**config.mk**
```make
export PLATFORM = sky130hd
export DESIGN_NAME = block_check_char_gen
export DESIGN_NICKNAME = d
export VERILOG_FILES = /design/src/core/bcc_pkg.sv /design/src/core/byte_fifo.sv /design/src/core/block_check_char_gen.sv
export SDC_FILE = /design/constraint.sdc
export NUM_CORES = 1
export LEC_CHECK = 0
export CAP_MARGIN = 0
export CORE_MARGIN = 3
export CORE_UTILIZATION = 69
export DETAILED_ROUTE_END_ITERATION = 12
export DONT_BUFFER_PORTS = 1
export GPL_ROUTABILITY_DRIVEN = 0
export PLACE_DENSITY_LB_ADDON = 0.2
export SYNTH_ARGS = -nofsm -noshare
export SYNTH_HDL_FRONTEND = slang
export SYNTH_SLANG_ARGS = --single-unit
```
**constraint.sdc**
```tcl
create_clock -name i_clk -period 10.07 [get_ports i_clk]
set_input_delay 2.014 -clock i_clk [delete_from_list [all_inputs] [get_ports i_clk]]
set_output_delay 2.014 -clock i_clk [all_outputs]
set_load 0.02 [all_outputs]
```
**src/core/bcc_pkg.sv**
```systemverilog
// shared constants and types for the block check character engine
package bcc_pkg;
    localparam int unsigned ADDR_W = 8;
    localparam logic [7:0] OFS_CTRL = 8'h00;
    localparam logic [7:0] OFS_STATUS = 8'h04;
    localparam logic [7:0] OFS_RESULT = 8'h08;
    localparam logic [7:0] OFS_CHARS = 8'h0C;
    localparam logic [7:0] OFS_BCD_IN = 8'h10;
    localparam logic [7:0] OFS_BCD_OUT = 8'h14;

    localparam int unsigned CTRL_CLR_BIT = 8;
    localparam int unsigned STAT_DONE_BIT = 0;
    localparam int unsigned STAT_MISM_BIT = 1;
    localparam int unsigned STAT_BUSY_BIT = 2;
    localparam int unsigned STAT_HALF_BIT = 3;
    localparam int unsigned RESULT_CNT_LSB = 16;

    localparam logic [1:0] RESP_OKAY = 2'h0;
    localparam logic [1:0] RESP_SLVERR = 2'h2;

    localparam logic [15:0] CRC_INIT = 16'hFFFF;
    localparam logic [15:0] CRC_POLY = 16'hA001;
    localparam logic [2:0] CRC_LAST_STEP = 3'h7;
    localparam logic [2:0] LRC_CHARS = 3'h2;
    localparam logic [2:0] CRC_CHARS = 3'h2;
    localparam logic [2:0] MAX_ASCII_DIGITS = 3'h4;
    localparam logic [2:0] MAX_BIN_DIGITS = 3'h2;
    localparam int unsigned FIFO_DEPTH = 32;

    localparam logic [7:0] ASC_ZERO = 8'h30;
    localparam logic [7:0] ASC_UPPER = 8'h37;
    localparam logic [7:0] ASC_LOWER = 8'h57;

    typedef enum logic [1:0] {MODE_ADD, MODE_LRC, MODE_CRC} mode_e;

    typedef struct packed {
        logic rx;
        logic [2:0] digits;
        logic ascii;
        mode_e mode;
    } ctrl_s;

    localparam ctrl_s CTRL_RST = '{rx: 1'b0, digits: 3'h2, ascii: 1'b0, mode: MODE_ADD};

    typedef struct packed {
        logic last;
        logic is_chk;
        logic [7:0] data;
    } item_s;

    localparam int unsigned ITEM_W = $bits(item_s);

    typedef struct packed {
        logic [15:0] value;
        logic [2:0] cnt;
        logic [3:0][7:0] ch;
    } chk_s;

    typedef struct packed {
        logic [2:0] digits;
        logic [15:0] value;
    } bcd_s;

    localparam bcd_s BCD_RST = '{digits: 3'h4, value: 16'h0000};
endpackage

```
**src/core/byte_fifo.sv**
```systemverilog
// first-in first-out buffer of flip-flops with valid and ready on both sides
module byte_fifo #(
    parameter int unsigned WIDTH = 8,
    parameter int unsigned DEPTH = 32
) (
    input wire logic i_clk,
    input wire logic i_srst,
    input wire logic i_in_valid,
    input wire logic [WIDTH-1:0] i_in_data,
    output logic o_in_ready,
    output logic o_out_valid,
    output logic [WIDTH-1:0] o_out_data,
    input wire logic i_out_ready
);
    // depth must be a power of two: pointers wrap naturally
    localparam int unsigned PTR_W = $clog2(DEPTH);
    localparam logic [PTR_W:0] FULL_CNT = (PTR_W+1)'(DEPTH);

    logic [WIDTH-1:0] mem_reg [DEPTH];
    logic [PTR_W-1:0] wr_reg;
    logic [PTR_W-1:0] rd_reg;
    logic [PTR_W:0] cnt_reg;
    logic [PTR_W:0] cnt_next;
    logic push;
    logic pop;

    assign push = i_in_valid && o_in_ready;
    assign pop = o_out_valid && i_out_ready;
    assign o_out_data = mem_reg[rd_reg];

    always_comb begin
        cnt_next = cnt_reg + (PTR_W+1)'(push) - (PTR_W+1)'(pop);
    end

    always_ff @(posedge i_clk) begin
        if (push) begin
            mem_reg[wr_reg] <= i_in_data;
        end
    end

    always_ff @(posedge i_clk) begin
        if (i_srst) begin
            wr_reg <= '0;
            rd_reg <= '0;
            cnt_reg <= '0;
            o_in_ready <= 1'b0;
            o_out_valid <= 1'b0;
        end else begin
            wr_reg <= wr_reg + PTR_W'(push);
            rd_reg <= rd_reg + PTR_W'(pop);
            cnt_reg <= cnt_next;
            // flags from the next count keep them honest without a combinational path
            o_in_ready <= (cnt_next != FULL_CNT);
            o_out_valid <= (cnt_next != '0);
        end
    end
endmodule

```
**src/core/block_check_char_gen.sv**
```systemverilog
// block check character engine: additive, lrc and crc-16 over a byte stream, axi4-lite registers
// Notes on behaviour
// - any of the three check formulas can be chosen for outgoing and for incoming frames alike.
// - additive mode sums every covered byte before the check field and takes the two's complement.
// - the additive result goes out raw or as ascii hex, using the set number of low-order digits.
// - lrc mode first folds each pair of ascii hex characters into one binary byte.
// - lrc mode sums the folded bytes and takes the two's complement of the sum.
// - lrc mode keeps only the low byte and sends it as two ascii hex characters, high nibble first.
// - crc mode starts at all ones and xors the first byte into the low bits.
// - each crc step shifts right one bit and xors the reflected polynomial when a one falls out.
// - exactly eight crc steps are made for each byte before the next is taken.
// - after the eight steps the next byte is xored in, up to the last byte before the check field.
// - the crc goes out low byte first, then high byte.
// - bcd conversion turns each nibble into one ascii digit and sends only the set digit count.
module block_check_char_gen (
    input wire logic i_clk,
    input wire logic i_srst,
    input wire logic i_awvalid,
    output logic o_awready,
    input wire logic [7:0] i_awaddr,
    input wire logic i_wvalid,
    output logic o_wready,
    input wire logic [31:0] i_wdata,
    input wire logic [3:0] i_wstrb,
    output logic o_bvalid,
    input wire logic i_bready,
    output logic [1:0] o_bresp,
    input wire logic i_arvalid,
    output logic o_arready,
    input wire logic [7:0] i_araddr,
    output logic o_rvalid,
    input wire logic i_rready,
    output logic [31:0] o_rdata,
    output logic [1:0] o_rresp,
    input wire logic i_in_valid,
    input wire bcc_pkg::item_s i_in_item,
    output logic o_in_ready,
    output bcc_pkg::chk_s o_chk,
    output logic o_done,
    output logic o_mismatch
);
    typedef enum logic {ST_IDLE, ST_SHIFT} state_e;

    bcc_pkg::ctrl_s ctrl_reg;
    bcc_pkg::bcd_s bcd_reg;
    logic [31:0] bcd_out_reg;
    state_e state_reg;
    logic [2:0] step_reg;
    logic [15:0] sum_reg;
    logic [15:0] crc_reg;
    logic half_reg;
    logic [3:0] hi_reg;
    logic [2:0] chk_idx_reg;
    logic aw_got_reg;
    logic w_got_reg;
    logic [7:0] waddr_reg;
    logic [31:0] wdata_reg;
    logic [3:0] wstrb_reg;
    logic clr;
    logic fifo_vld;
    bcc_pkg::item_s item;
    logic pop;
    logic data_pop;
    logic chk_pop;
    logic bad_char;
    logic bad_count;
    bcc_pkg::chk_s chk_now;
    logic [31:0] rd_word;
    logic rd_hit;
    logic last_pend_reg;
    logic crc_tail;
    logic shift_end;

    function automatic logic [7:0] hex2asc(input logic [3:0] n);
        return (n < 4'hA) ? bcc_pkg::ASC_ZERO + {4'h0, n} : bcc_pkg::ASC_UPPER + {4'h0, n};
    endfunction

    function automatic logic [3:0] asc2hex(input logic [7:0] c);
        logic [7:0] v;
        if (c >= 8'h61) begin
            v = c - bcc_pkg::ASC_LOWER;
        end else if (c >= 8'h41) begin
            v = c - bcc_pkg::ASC_UPPER;
        end else begin
            v = c - bcc_pkg::ASC_ZERO;
        end
        return v[3:0];
    endfunction

    function automatic logic [31:0] merge(input logic [31:0] old, input logic [31:0] nw, input logic [3:0] st);
        logic [31:0] r;
        r = old;
        for (int i = 0; i < 4; i++) begin
            if (st[i]) begin
                r[8*i +: 8] = nw[8*i +: 8];
            end
        end
        return r;
    endfunction

    ////////////////////////////////////////////////////////////////////////////////
    // check characters from the running accumulators

    always_comb begin
        logic [15:0] cmp;
        logic [2:0] n;
        logic [2:0] sh;
        cmp = ~sum_reg + 16'h0001;
        n = (ctrl_reg.digits == 3'h0) ? 3'h1 : ctrl_reg.digits;
        sh = 3'h0;
        chk_now = '0;
        unique case (ctrl_reg.mode)
            bcc_pkg::MODE_ADD: begin
                chk_now.value = cmp;
                if (ctrl_reg.ascii) begin
                    n = (n > bcc_pkg::MAX_ASCII_DIGITS) ? bcc_pkg::MAX_ASCII_DIGITS : n;
                    for (int i = 0; i < 4; i++) begin
                        sh = n - 3'(i) - 3'h1;
                        if (3'(i) < n) begin
                            chk_now.ch[i] = hex2asc(4'(cmp >> {sh, 2'b00}));
                        end
                    end
                end else begin
                    n = (n > bcc_pkg::MAX_BIN_DIGITS) ? bcc_pkg::MAX_BIN_DIGITS : n;
                    if (n == 3'h1) begin
                        chk_now.ch[0] = cmp[7:0];
                    end else begin
                        chk_now.ch[0] = cmp[15:8];
                        chk_now.ch[1] = cmp[7:0];
                    end
                end
                chk_now.cnt = n;
            end
            bcc_pkg::MODE_LRC: begin
                chk_now.value = {8'h00, cmp[7:0]};
                chk_now.ch[0] = hex2asc(cmp[7:4]);
                chk_now.ch[1] = hex2asc(cmp[3:0]);
                chk_now.cnt = bcc_pkg::LRC_CHARS;
            end
            bcc_pkg::MODE_CRC: begin
                chk_now.value = crc_reg;
                chk_now.ch[0] = crc_reg[7:0];
                chk_now.ch[1] = crc_reg[15:8];
                chk_now.cnt = bcc_pkg::CRC_CHARS;
            end
            default: begin
                chk_now.cnt = 3'h0;
            end
        endcase
    end

    ////////////////////////////////////////////////////////////////////////////////
    // byte stream: fifo, then the engine drains it one item per step

    byte_fifo #(.WIDTH(bcc_pkg::ITEM_W), .DEPTH(bcc_pkg::FIFO_DEPTH)) u_fifo (
        .i_clk(i_clk),
        .i_srst(i_srst),
        .i_in_valid(i_in_valid),
        .i_in_data(i_in_item),
        .o_in_ready(o_in_ready),
        .o_out_valid(fifo_vld),
        .o_out_data(item),
        .i_out_ready(state_reg == ST_IDLE)
    );

    // crc shifting stalls the fifo, so back-pressure reaches the frame logic
    assign pop = fifo_vld && (state_reg == ST_IDLE);
    assign data_pop = pop && !item.is_chk;
    assign chk_pop = pop && item.is_chk && ctrl_reg.rx;
    assign bad_char = chk_pop && ((chk_idx_reg >= chk_now.cnt) || (item.data != chk_now.ch[chk_idx_reg[1:0]]));
    assign bad_count = pop && item.last && ctrl_reg.rx && ((chk_idx_reg + 3'(chk_pop)) != chk_now.cnt);
    assign crc_tail = data_pop && item.last && ctrl_reg.mode == bcc_pkg::MODE_CRC;
    assign shift_end = state_reg == ST_SHIFT && step_reg == bcc_pkg::CRC_LAST_STEP;

    always_ff @(posedge i_clk) begin
        if (i_srst || clr) begin
            state_reg <= ST_IDLE;
            step_reg <= 3'h0;
        end else if (data_pop && ctrl_reg.mode == bcc_pkg::MODE_CRC) begin
            state_reg <= ST_SHIFT;
            step_reg <= 3'h0;
        end else if (state_reg == ST_SHIFT) begin
            step_reg <= step_reg + 3'h1;
            if (step_reg == bcc_pkg::CRC_LAST_STEP) begin
                state_reg <= ST_IDLE;
            end
        end
    end

    always_ff @(posedge i_clk) begin
        if (i_srst || clr) begin
            crc_reg <= bcc_pkg::CRC_INIT;
        end else if (data_pop && ctrl_reg.mode == bcc_pkg::MODE_CRC) begin
            crc_reg <= crc_reg ^ {8'h00, item.data};
        end else if (state_reg == ST_SHIFT) begin
            crc_reg <= crc_reg[0] ? ((crc_reg >> 1) ^ bcc_pkg::CRC_POLY) : (crc_reg >> 1);
        end
    end

    always_ff @(posedge i_clk) begin
        if (i_srst || clr) begin
            sum_reg <= 16'h0000;
            half_reg <= 1'b0;
            hi_reg <= 4'h0;
        end else if (data_pop && ctrl_reg.mode == bcc_pkg::MODE_ADD) begin
            sum_reg <= sum_reg + {8'h00, item.data};
        end else if (data_pop && ctrl_reg.mode == bcc_pkg::MODE_LRC) begin
            // an odd range leaves a dangling high nibble that is never summed
            half_reg <= !half_reg;
            if (half_reg) begin
                sum_reg <= sum_reg + {8'h00, hi_reg, asc2hex(item.data)};
            end else begin
                hi_reg <= asc2hex(item.data);
            end
        end
    end

    always_ff @(posedge i_clk) begin
        if (i_srst || clr) begin
            chk_idx_reg <= 3'h0;
        end else if (chk_pop && chk_idx_reg != 3'h7) begin
            chk_idx_reg <= chk_idx_reg + 3'h1;
        end
    end

    // a closing crc byte holds done back until its eight steps are over, so the result read is final
    always_ff @(posedge i_clk) begin
        if (i_srst || clr) begin
            last_pend_reg <= 1'b0;
        end else if (crc_tail) begin
            last_pend_reg <= 1'b1;
        end else if (shift_end) begin
            last_pend_reg <= 1'b0;
        end
    end

    // a set in the same cycle as a software clear wins
    always_ff @(posedge i_clk) begin
        if (i_srst) begin
            o_done <= 1'b0;
            o_mismatch <= 1'b0;
        end else begin
            if ((pop && item.last && !crc_tail) || (last_pend_reg && shift_end)) begin
                o_done <= 1'b1;
            end else if (clr) begin
                o_done <= 1'b0;
            end
            if (bad_char || bad_count) begin
                o_mismatch <= 1'b1;
            end else if (clr) begin
                o_mismatch <= 1'b0;
            end
        end
    end

    always_ff @(posedge i_clk) begin
        if (i_srst) begin
            o_chk <= '0;
        end else begin
            o_chk <= chk_now;
        end
    end

    ////////////////////////////////////////////////////////////////////////////////
    // bcd to ascii field conversion

    always_ff @(posedge i_clk) begin
        if (i_srst) begin
            bcd_out_reg <= 32'h0000_0000;
        end else begin
            for (int i = 0; i < 4; i++) begin
                if (3'(i) < bcd_reg.digits) begin
                    bcd_out_reg[8*i +: 8] <= bcc_pkg::ASC_ZERO +
                        {4'h0, 4'(bcd_reg.value >> {bcd_reg.digits - 3'(i) - 3'h1, 2'b00})};
                end else begin
                    bcd_out_reg[8*i +: 8] <= 8'h00;
                end
            end
        end
    end

    ////////////////////////////////////////////////////////////////////////////////
    // axi4-lite slave: address and data taken in either order, one write and one read at a time

    always_ff @(posedge i_clk) begin
        if (i_srst) begin
            o_awready <= 1'b0;
            o_wready <= 1'b0;
            aw_got_reg <= 1'b0;
            w_got_reg <= 1'b0;
            o_bvalid <= 1'b0;
            o_bresp <= bcc_pkg::RESP_OKAY;
            waddr_reg <= 8'h00;
            wdata_reg <= 32'h0000_0000;
            wstrb_reg <= 4'h0;
        end else begin
            o_awready <= i_awvalid && !o_awready && !aw_got_reg && !o_bvalid;
            o_wready <= i_wvalid && !o_wready && !w_got_reg && !o_bvalid;
            if (i_awvalid && o_awready) begin
                aw_got_reg <= 1'b1;
                waddr_reg <= i_awaddr;
            end
            if (i_wvalid && o_wready) begin
                w_got_reg <= 1'b1;
                wdata_reg <= i_wdata;
                wstrb_reg <= i_wstrb;
            end
            if (aw_got_reg && w_got_reg && !o_bvalid) begin
                aw_got_reg <= 1'b0;
                w_got_reg <= 1'b0;
                o_bvalid <= 1'b1;
                o_bresp <= (waddr_reg[7:2] <= bcc_pkg::OFS_BCD_OUT[7:2]) ? bcc_pkg::RESP_OKAY : bcc_pkg::RESP_SLVERR;
            end else if (o_bvalid && i_bready) begin
                o_bvalid <= 1'b0;
            end
        end
    end

    assign clr = aw_got_reg && w_got_reg && !o_bvalid && waddr_reg[7:2] == bcc_pkg::OFS_CTRL[7:2] &&
        wstrb_reg[bcc_pkg::CTRL_CLR_BIT / 8] && wdata_reg[bcc_pkg::CTRL_CLR_BIT];

    always_ff @(posedge i_clk) begin
        if (i_srst) begin
            ctrl_reg <= bcc_pkg::CTRL_RST;
            bcd_reg <= bcc_pkg::BCD_RST;
        end else if (aw_got_reg && w_got_reg && !o_bvalid) begin
            if (waddr_reg[7:2] == bcc_pkg::OFS_CTRL[7:2]) begin
                ctrl_reg <= $bits(bcc_pkg::ctrl_s)'(merge(32'(ctrl_reg), wdata_reg, wstrb_reg));
            end
            if (waddr_reg[7:2] == bcc_pkg::OFS_BCD_IN[7:2]) begin
                bcd_reg <= $bits(bcc_pkg::bcd_s)'(merge(32'(bcd_reg), wdata_reg, wstrb_reg));
            end
        end
    end

    always_comb begin
        rd_hit = 1'b1;
        rd_word = 32'h0000_0000;
        unique case (i_araddr[7:2])
            bcc_pkg::OFS_CTRL[7:2]: rd_word = 32'(ctrl_reg);
            bcc_pkg::OFS_STATUS[7:2]: begin
                rd_word[bcc_pkg::STAT_DONE_BIT] = o_done;
                rd_word[bcc_pkg::STAT_MISM_BIT] = o_mismatch;
                rd_word[bcc_pkg::STAT_BUSY_BIT] = fifo_vld || (state_reg != ST_IDLE);
                rd_word[bcc_pkg::STAT_HALF_BIT] = half_reg;
            end
            bcc_pkg::OFS_RESULT[7:2]: rd_word = {13'h0000, o_chk.cnt, o_chk.value};
            bcc_pkg::OFS_CHARS[7:2]: rd_word = o_chk.ch;
            bcc_pkg::OFS_BCD_IN[7:2]: rd_word = 32'(bcd_reg);
            bcc_pkg::OFS_BCD_OUT[7:2]: rd_word = bcd_out_reg;
            default: rd_hit = 1'b0;
        endcase
    end

    always_ff @(posedge i_clk) begin
        if (i_srst) begin
            o_arready <= 1'b0;
            o_rvalid <= 1'b0;
            o_rdata <= 32'h0000_0000;
            o_rresp <= bcc_pkg::RESP_OKAY;
        end else begin
            o_arready <= i_arvalid && !o_arready && !o_rvalid;
            if (i_arvalid && o_arready) begin
                o_rvalid <= 1'b1;
                o_rdata <= rd_word;
                o_rresp <= rd_hit ? bcc_pkg::RESP_OKAY : bcc_pkg::RESP_SLVERR;
            end else if (o_rvalid && i_rready) begin
                o_rvalid <= 1'b0;
            end
        end
    end
endmodule

```
==> run metrics <==
Yosys cell types=86; global-route wire length before repair=~99000 um; cell count after synthesis=1999; Longest Clk Path Bufs=3; share of total power in sequential cells=approximately two fifths; Pint=0.00427 W; Synth Area in Compound Gates=9.54%; CP cell instances=buf_4, mux4_2, mux4_2, mux2i_1, nand4_1, nor3b_1, o21bai_1, nand2_1, o21ai_0, nand2_1, o21ai_0, fa_1, a21o_1, a21oi_1, o21bai_1, a21oi_1, nor2b_1, o21a_1, o21a_1, and2_1, nand2_1, xor2_1, nor2_1; Worst path slowest cell=dfxtp_4; Setup Fix Bufs, Post-CTS=0; reg-to-reg endpoint=sum_reg[10]$_SDFFE_PP0P_; Worst VDD drop=approximately 0.29 mV; Worst Tran Pin Value=around 1400 ps; Std-Cell Rows=between 60 and 70; R2R cell count=23; Worst-Skew Late Latency=610 ps; gr usage total=between 30% and 40%; WL/cell=around 26 um; status=complete, no violations; vias=16.9k; Post-Synth XOR/XNOR Area=2.32%; startpoint types=flop; layout cells sized above 1=11.8%; Switch Pwr=just over 0.002 W; # nets final=between 2k and 2.5k; fin util=75.9%; critical path's largest stage delay=about 910 ps; Top FF cell, synth=edfxtp_1; Synth Area per Inst=12.3 sq um; HPWL reported at the end of detailed placement=41600 um; Clock Skews=20.1 ps; max cap viols=0; total power=0.00635 W; maximum clock frequency=0.146 GHz; # hold bufs at CTS=0; total clock sinks=547; ANT nets after route=0; die area=0.0378 sq mm; register bit total from synthesis=547; Starting Density=70.4%; max_slew headroom=~8.7%; routed wire length=between 60000 and 70000 um; CP Capture Point=sum_reg[10]$_SDFFE_PP0P_; CTS tree=yes; WP data arrival=7290 ps; critical path class=reg2reg; CTS buffer count=53; H-tree levels=2; Total Neg Setup Slack=0 ps; ys async rst share=0%; Non-Filler Instances=2444; Vert. Die Dim=194 um; Hold Startpoint=wdata_reg[18]$_SDFFE_PP0P_; cts repair resizes=0; Final Hold Vio Count=0; Final min period=6830 ps; vias in the first global route=~16k; initial antenna violation count=2; Worst-path clk slew=60 ps; sequential share of the synthesized area=57.8%; grt total ovfl=0; Slew Viols, Final=0; largest net degree at the start of global routing=124; vias per cell=around 6.9; number of I/O port buffers=0; largest family of logic cells by synthesized area=multiplexers; DR pass1 iterations=6; crit path capture type=flop; final setup fails=0; warnings from Yosys=0; count of flip-flops with a built-in enable after synthesis=320; worst hold slack=458 ps; area grow syn2layout=7.86%; Simple-Gate Fraction of Synth Area=between 10% and 20%; critical path startpoint=u_fifo.rd_reg[0]$_SDFF_PP0_; mux cell area share after synthesis=12.9%; pwr/cell area=240 mW/mm^2; Top cell by count, worst path=nand2_1; Max FO, Critical Path=44; Adder-Cell Fraction of Synth Area=around 2.5%; Critical Path RT=approximately 11000 ps; Hold/Removal Path Class=reg2reg; flop2flop setup slack=3240 ps; Largest register FFs=320; combinational power share=between 20% and 30%; core area=0.0348 sq mm; die width=194 um; Cell Area, Synth=0.0245 sq mm; Clock Power Share=30.9%; P_leak=9.08 nW; DP Cell Count=2347; R2R Path Start=u_fifo.rd_reg[0]$_SDFF_PP0_; I/O Pins=165; CTS root buf=clkbuf_16; detailed-route DRC error count=0; period utilization=67.8%; DR iter-0 viols=2606; RSZ-0062 raised after global routing=no; switching share of power=32.7%
==> power groups by stage <==
stage | combinational, W | clock [W] | sequential, W
floorplan | 0.00128 | 0 | 0.00261
global placement | 0.00158 | 0 | 0.00270
detailed placement | 0.00163 | 0 | 0.00271
CTS | 0.00166 | 0.00198 | 0.00266
global route | 0.00183 | 0.00206 | 0.00267
finish | 0.00172 | 0.00196 | 0.00266
==> worst min-delay path by stage <==
stage / end / slack, ps / cells past startpoint
after detailed placement: wdata_reg[18]$_SDFFE_PP0P_ / 440 / 2
after CTS: wdata_reg[18]$_SDFFE_PP0P_ / 450 / 2
after floorplan: wdata_reg[10]$_SDFFE_PP0P_ / 440 / 2
final: wdata_reg[18]$_SDFFE_PP0P_ / 460 / 2
after global routing: wdata_reg[18]$_SDFFE_PP0P_ / 480 / 2
after global placement: waddr_reg[6]$_SDFFE_PP0P_ / 440 / 2
==> worst max-delay path, delay by kind of cell, from the launching register on <==
| family | cells | cell delay (ps) |
|---|---|---|
| XOR/XNOR | 1 | 150 |
| AND/OR/NAND/NOR | 8 | 1010 |
| AO/OA/AOI/OAI | 9 | 1620 |
| adder cells (fa/ha/maj) | 1 | 490 |
| multiplexers | 3 | 1730 |
| buffers and inverters | 1 | 710 |
| flip-flops | 1 | 910 |
==> kinds of logic after synthesis <==
logic type,Yosys count
AOI/OAI and AO/OA,351
DFF,547
muxes,185
other,1
adders and majority gates,48
buffers and inverters,171
xor gates and xnor gates,64
and+or+nand+nor,632
==> through the flow <==
stage / area [sq um] / setup slack (ps)
2_1_floorplan: 24500 / 4330
3_3_place_gp: 24700 / 3290
3_5_place_dp: 24700 / 3210
4_1_cts: 26400 / 3210
5_1_grt: 26400 / 2580
6_report: 26400 / 3240
==> synthesized netlist by cell type (all sizes together), types with 11 or more instances <==
library cell    n  area share (%)
nor2          204             3.1
o21ai          41            0.84
nor3           26            0.53
a21oi         140             2.9
nor2b          31            0.79
buf            40            0.79
edfxtp        320              39
nand2b         11            0.28
a31oi          15            0.38
mux2i          73             3.0
nand3b         13            0.40
and2           12            0.31
a222oi         12            0.49
clkbuf         88             1.3
mux4          104             9.6
o211ai         13            0.45
ha             46             2.3
dfxtp         227              19
nor4           13            0.42
xor2           23            0.82
and3           22            0.56
nand3          41            0.84
nand2         200             3.1
or3            11            0.28
inv            43            0.66
a22oi          29            0.89
xnor2          41             1.5
==> cell type report <==
class	count	area (sq um)
well taps	455	569
fillers	2127	8380
inverters	43	161
repair buffers	16	120
diodes	1	2.50
clock inverters	19	223
multi-input cells	1286	9680
clock buffers	77	1500
flip-flops and latches	547	14200
==> layout by cell type (no fill, tap or decap), types with 29 or more instances in the layout <==
cell / synthesis / routed
edfxtp_1: 320 / 320
nor2_1: 204 / 204
ha_1: 46 / 46
nor2b_1: 31 / 31
inv_1: 42 / 42
xnor2_1: 40 / 40
dfxtp_1: 227 / 225
nand3_1: 41 / 41
mux2i_1: 73 / 73
a22oi_1: 29 / 29
clkbuf_16: 0 / 54
nand2_1: 200 / 200
o21ai_0: 39 / 39
a21oi_1: 140 / 140
mux4_2: 104 / 104
==> routing by layer <==
| layer | track usage [%] | up-vias | share of wire [%] |
|---|---|---|---|
| met5 | 0 | - | 0.025 |
| met4 | 16.1 | 2 | 5.4 |
| met3 | 7.63 | 253 | 10 |
| met2 | 56.0 | 1119 | 49 |
| met1 | 42.8 | 8189 | 35 |
| li1 | - | 7359 | - |
Note: power is estimated with default switching activity, not from simulation.
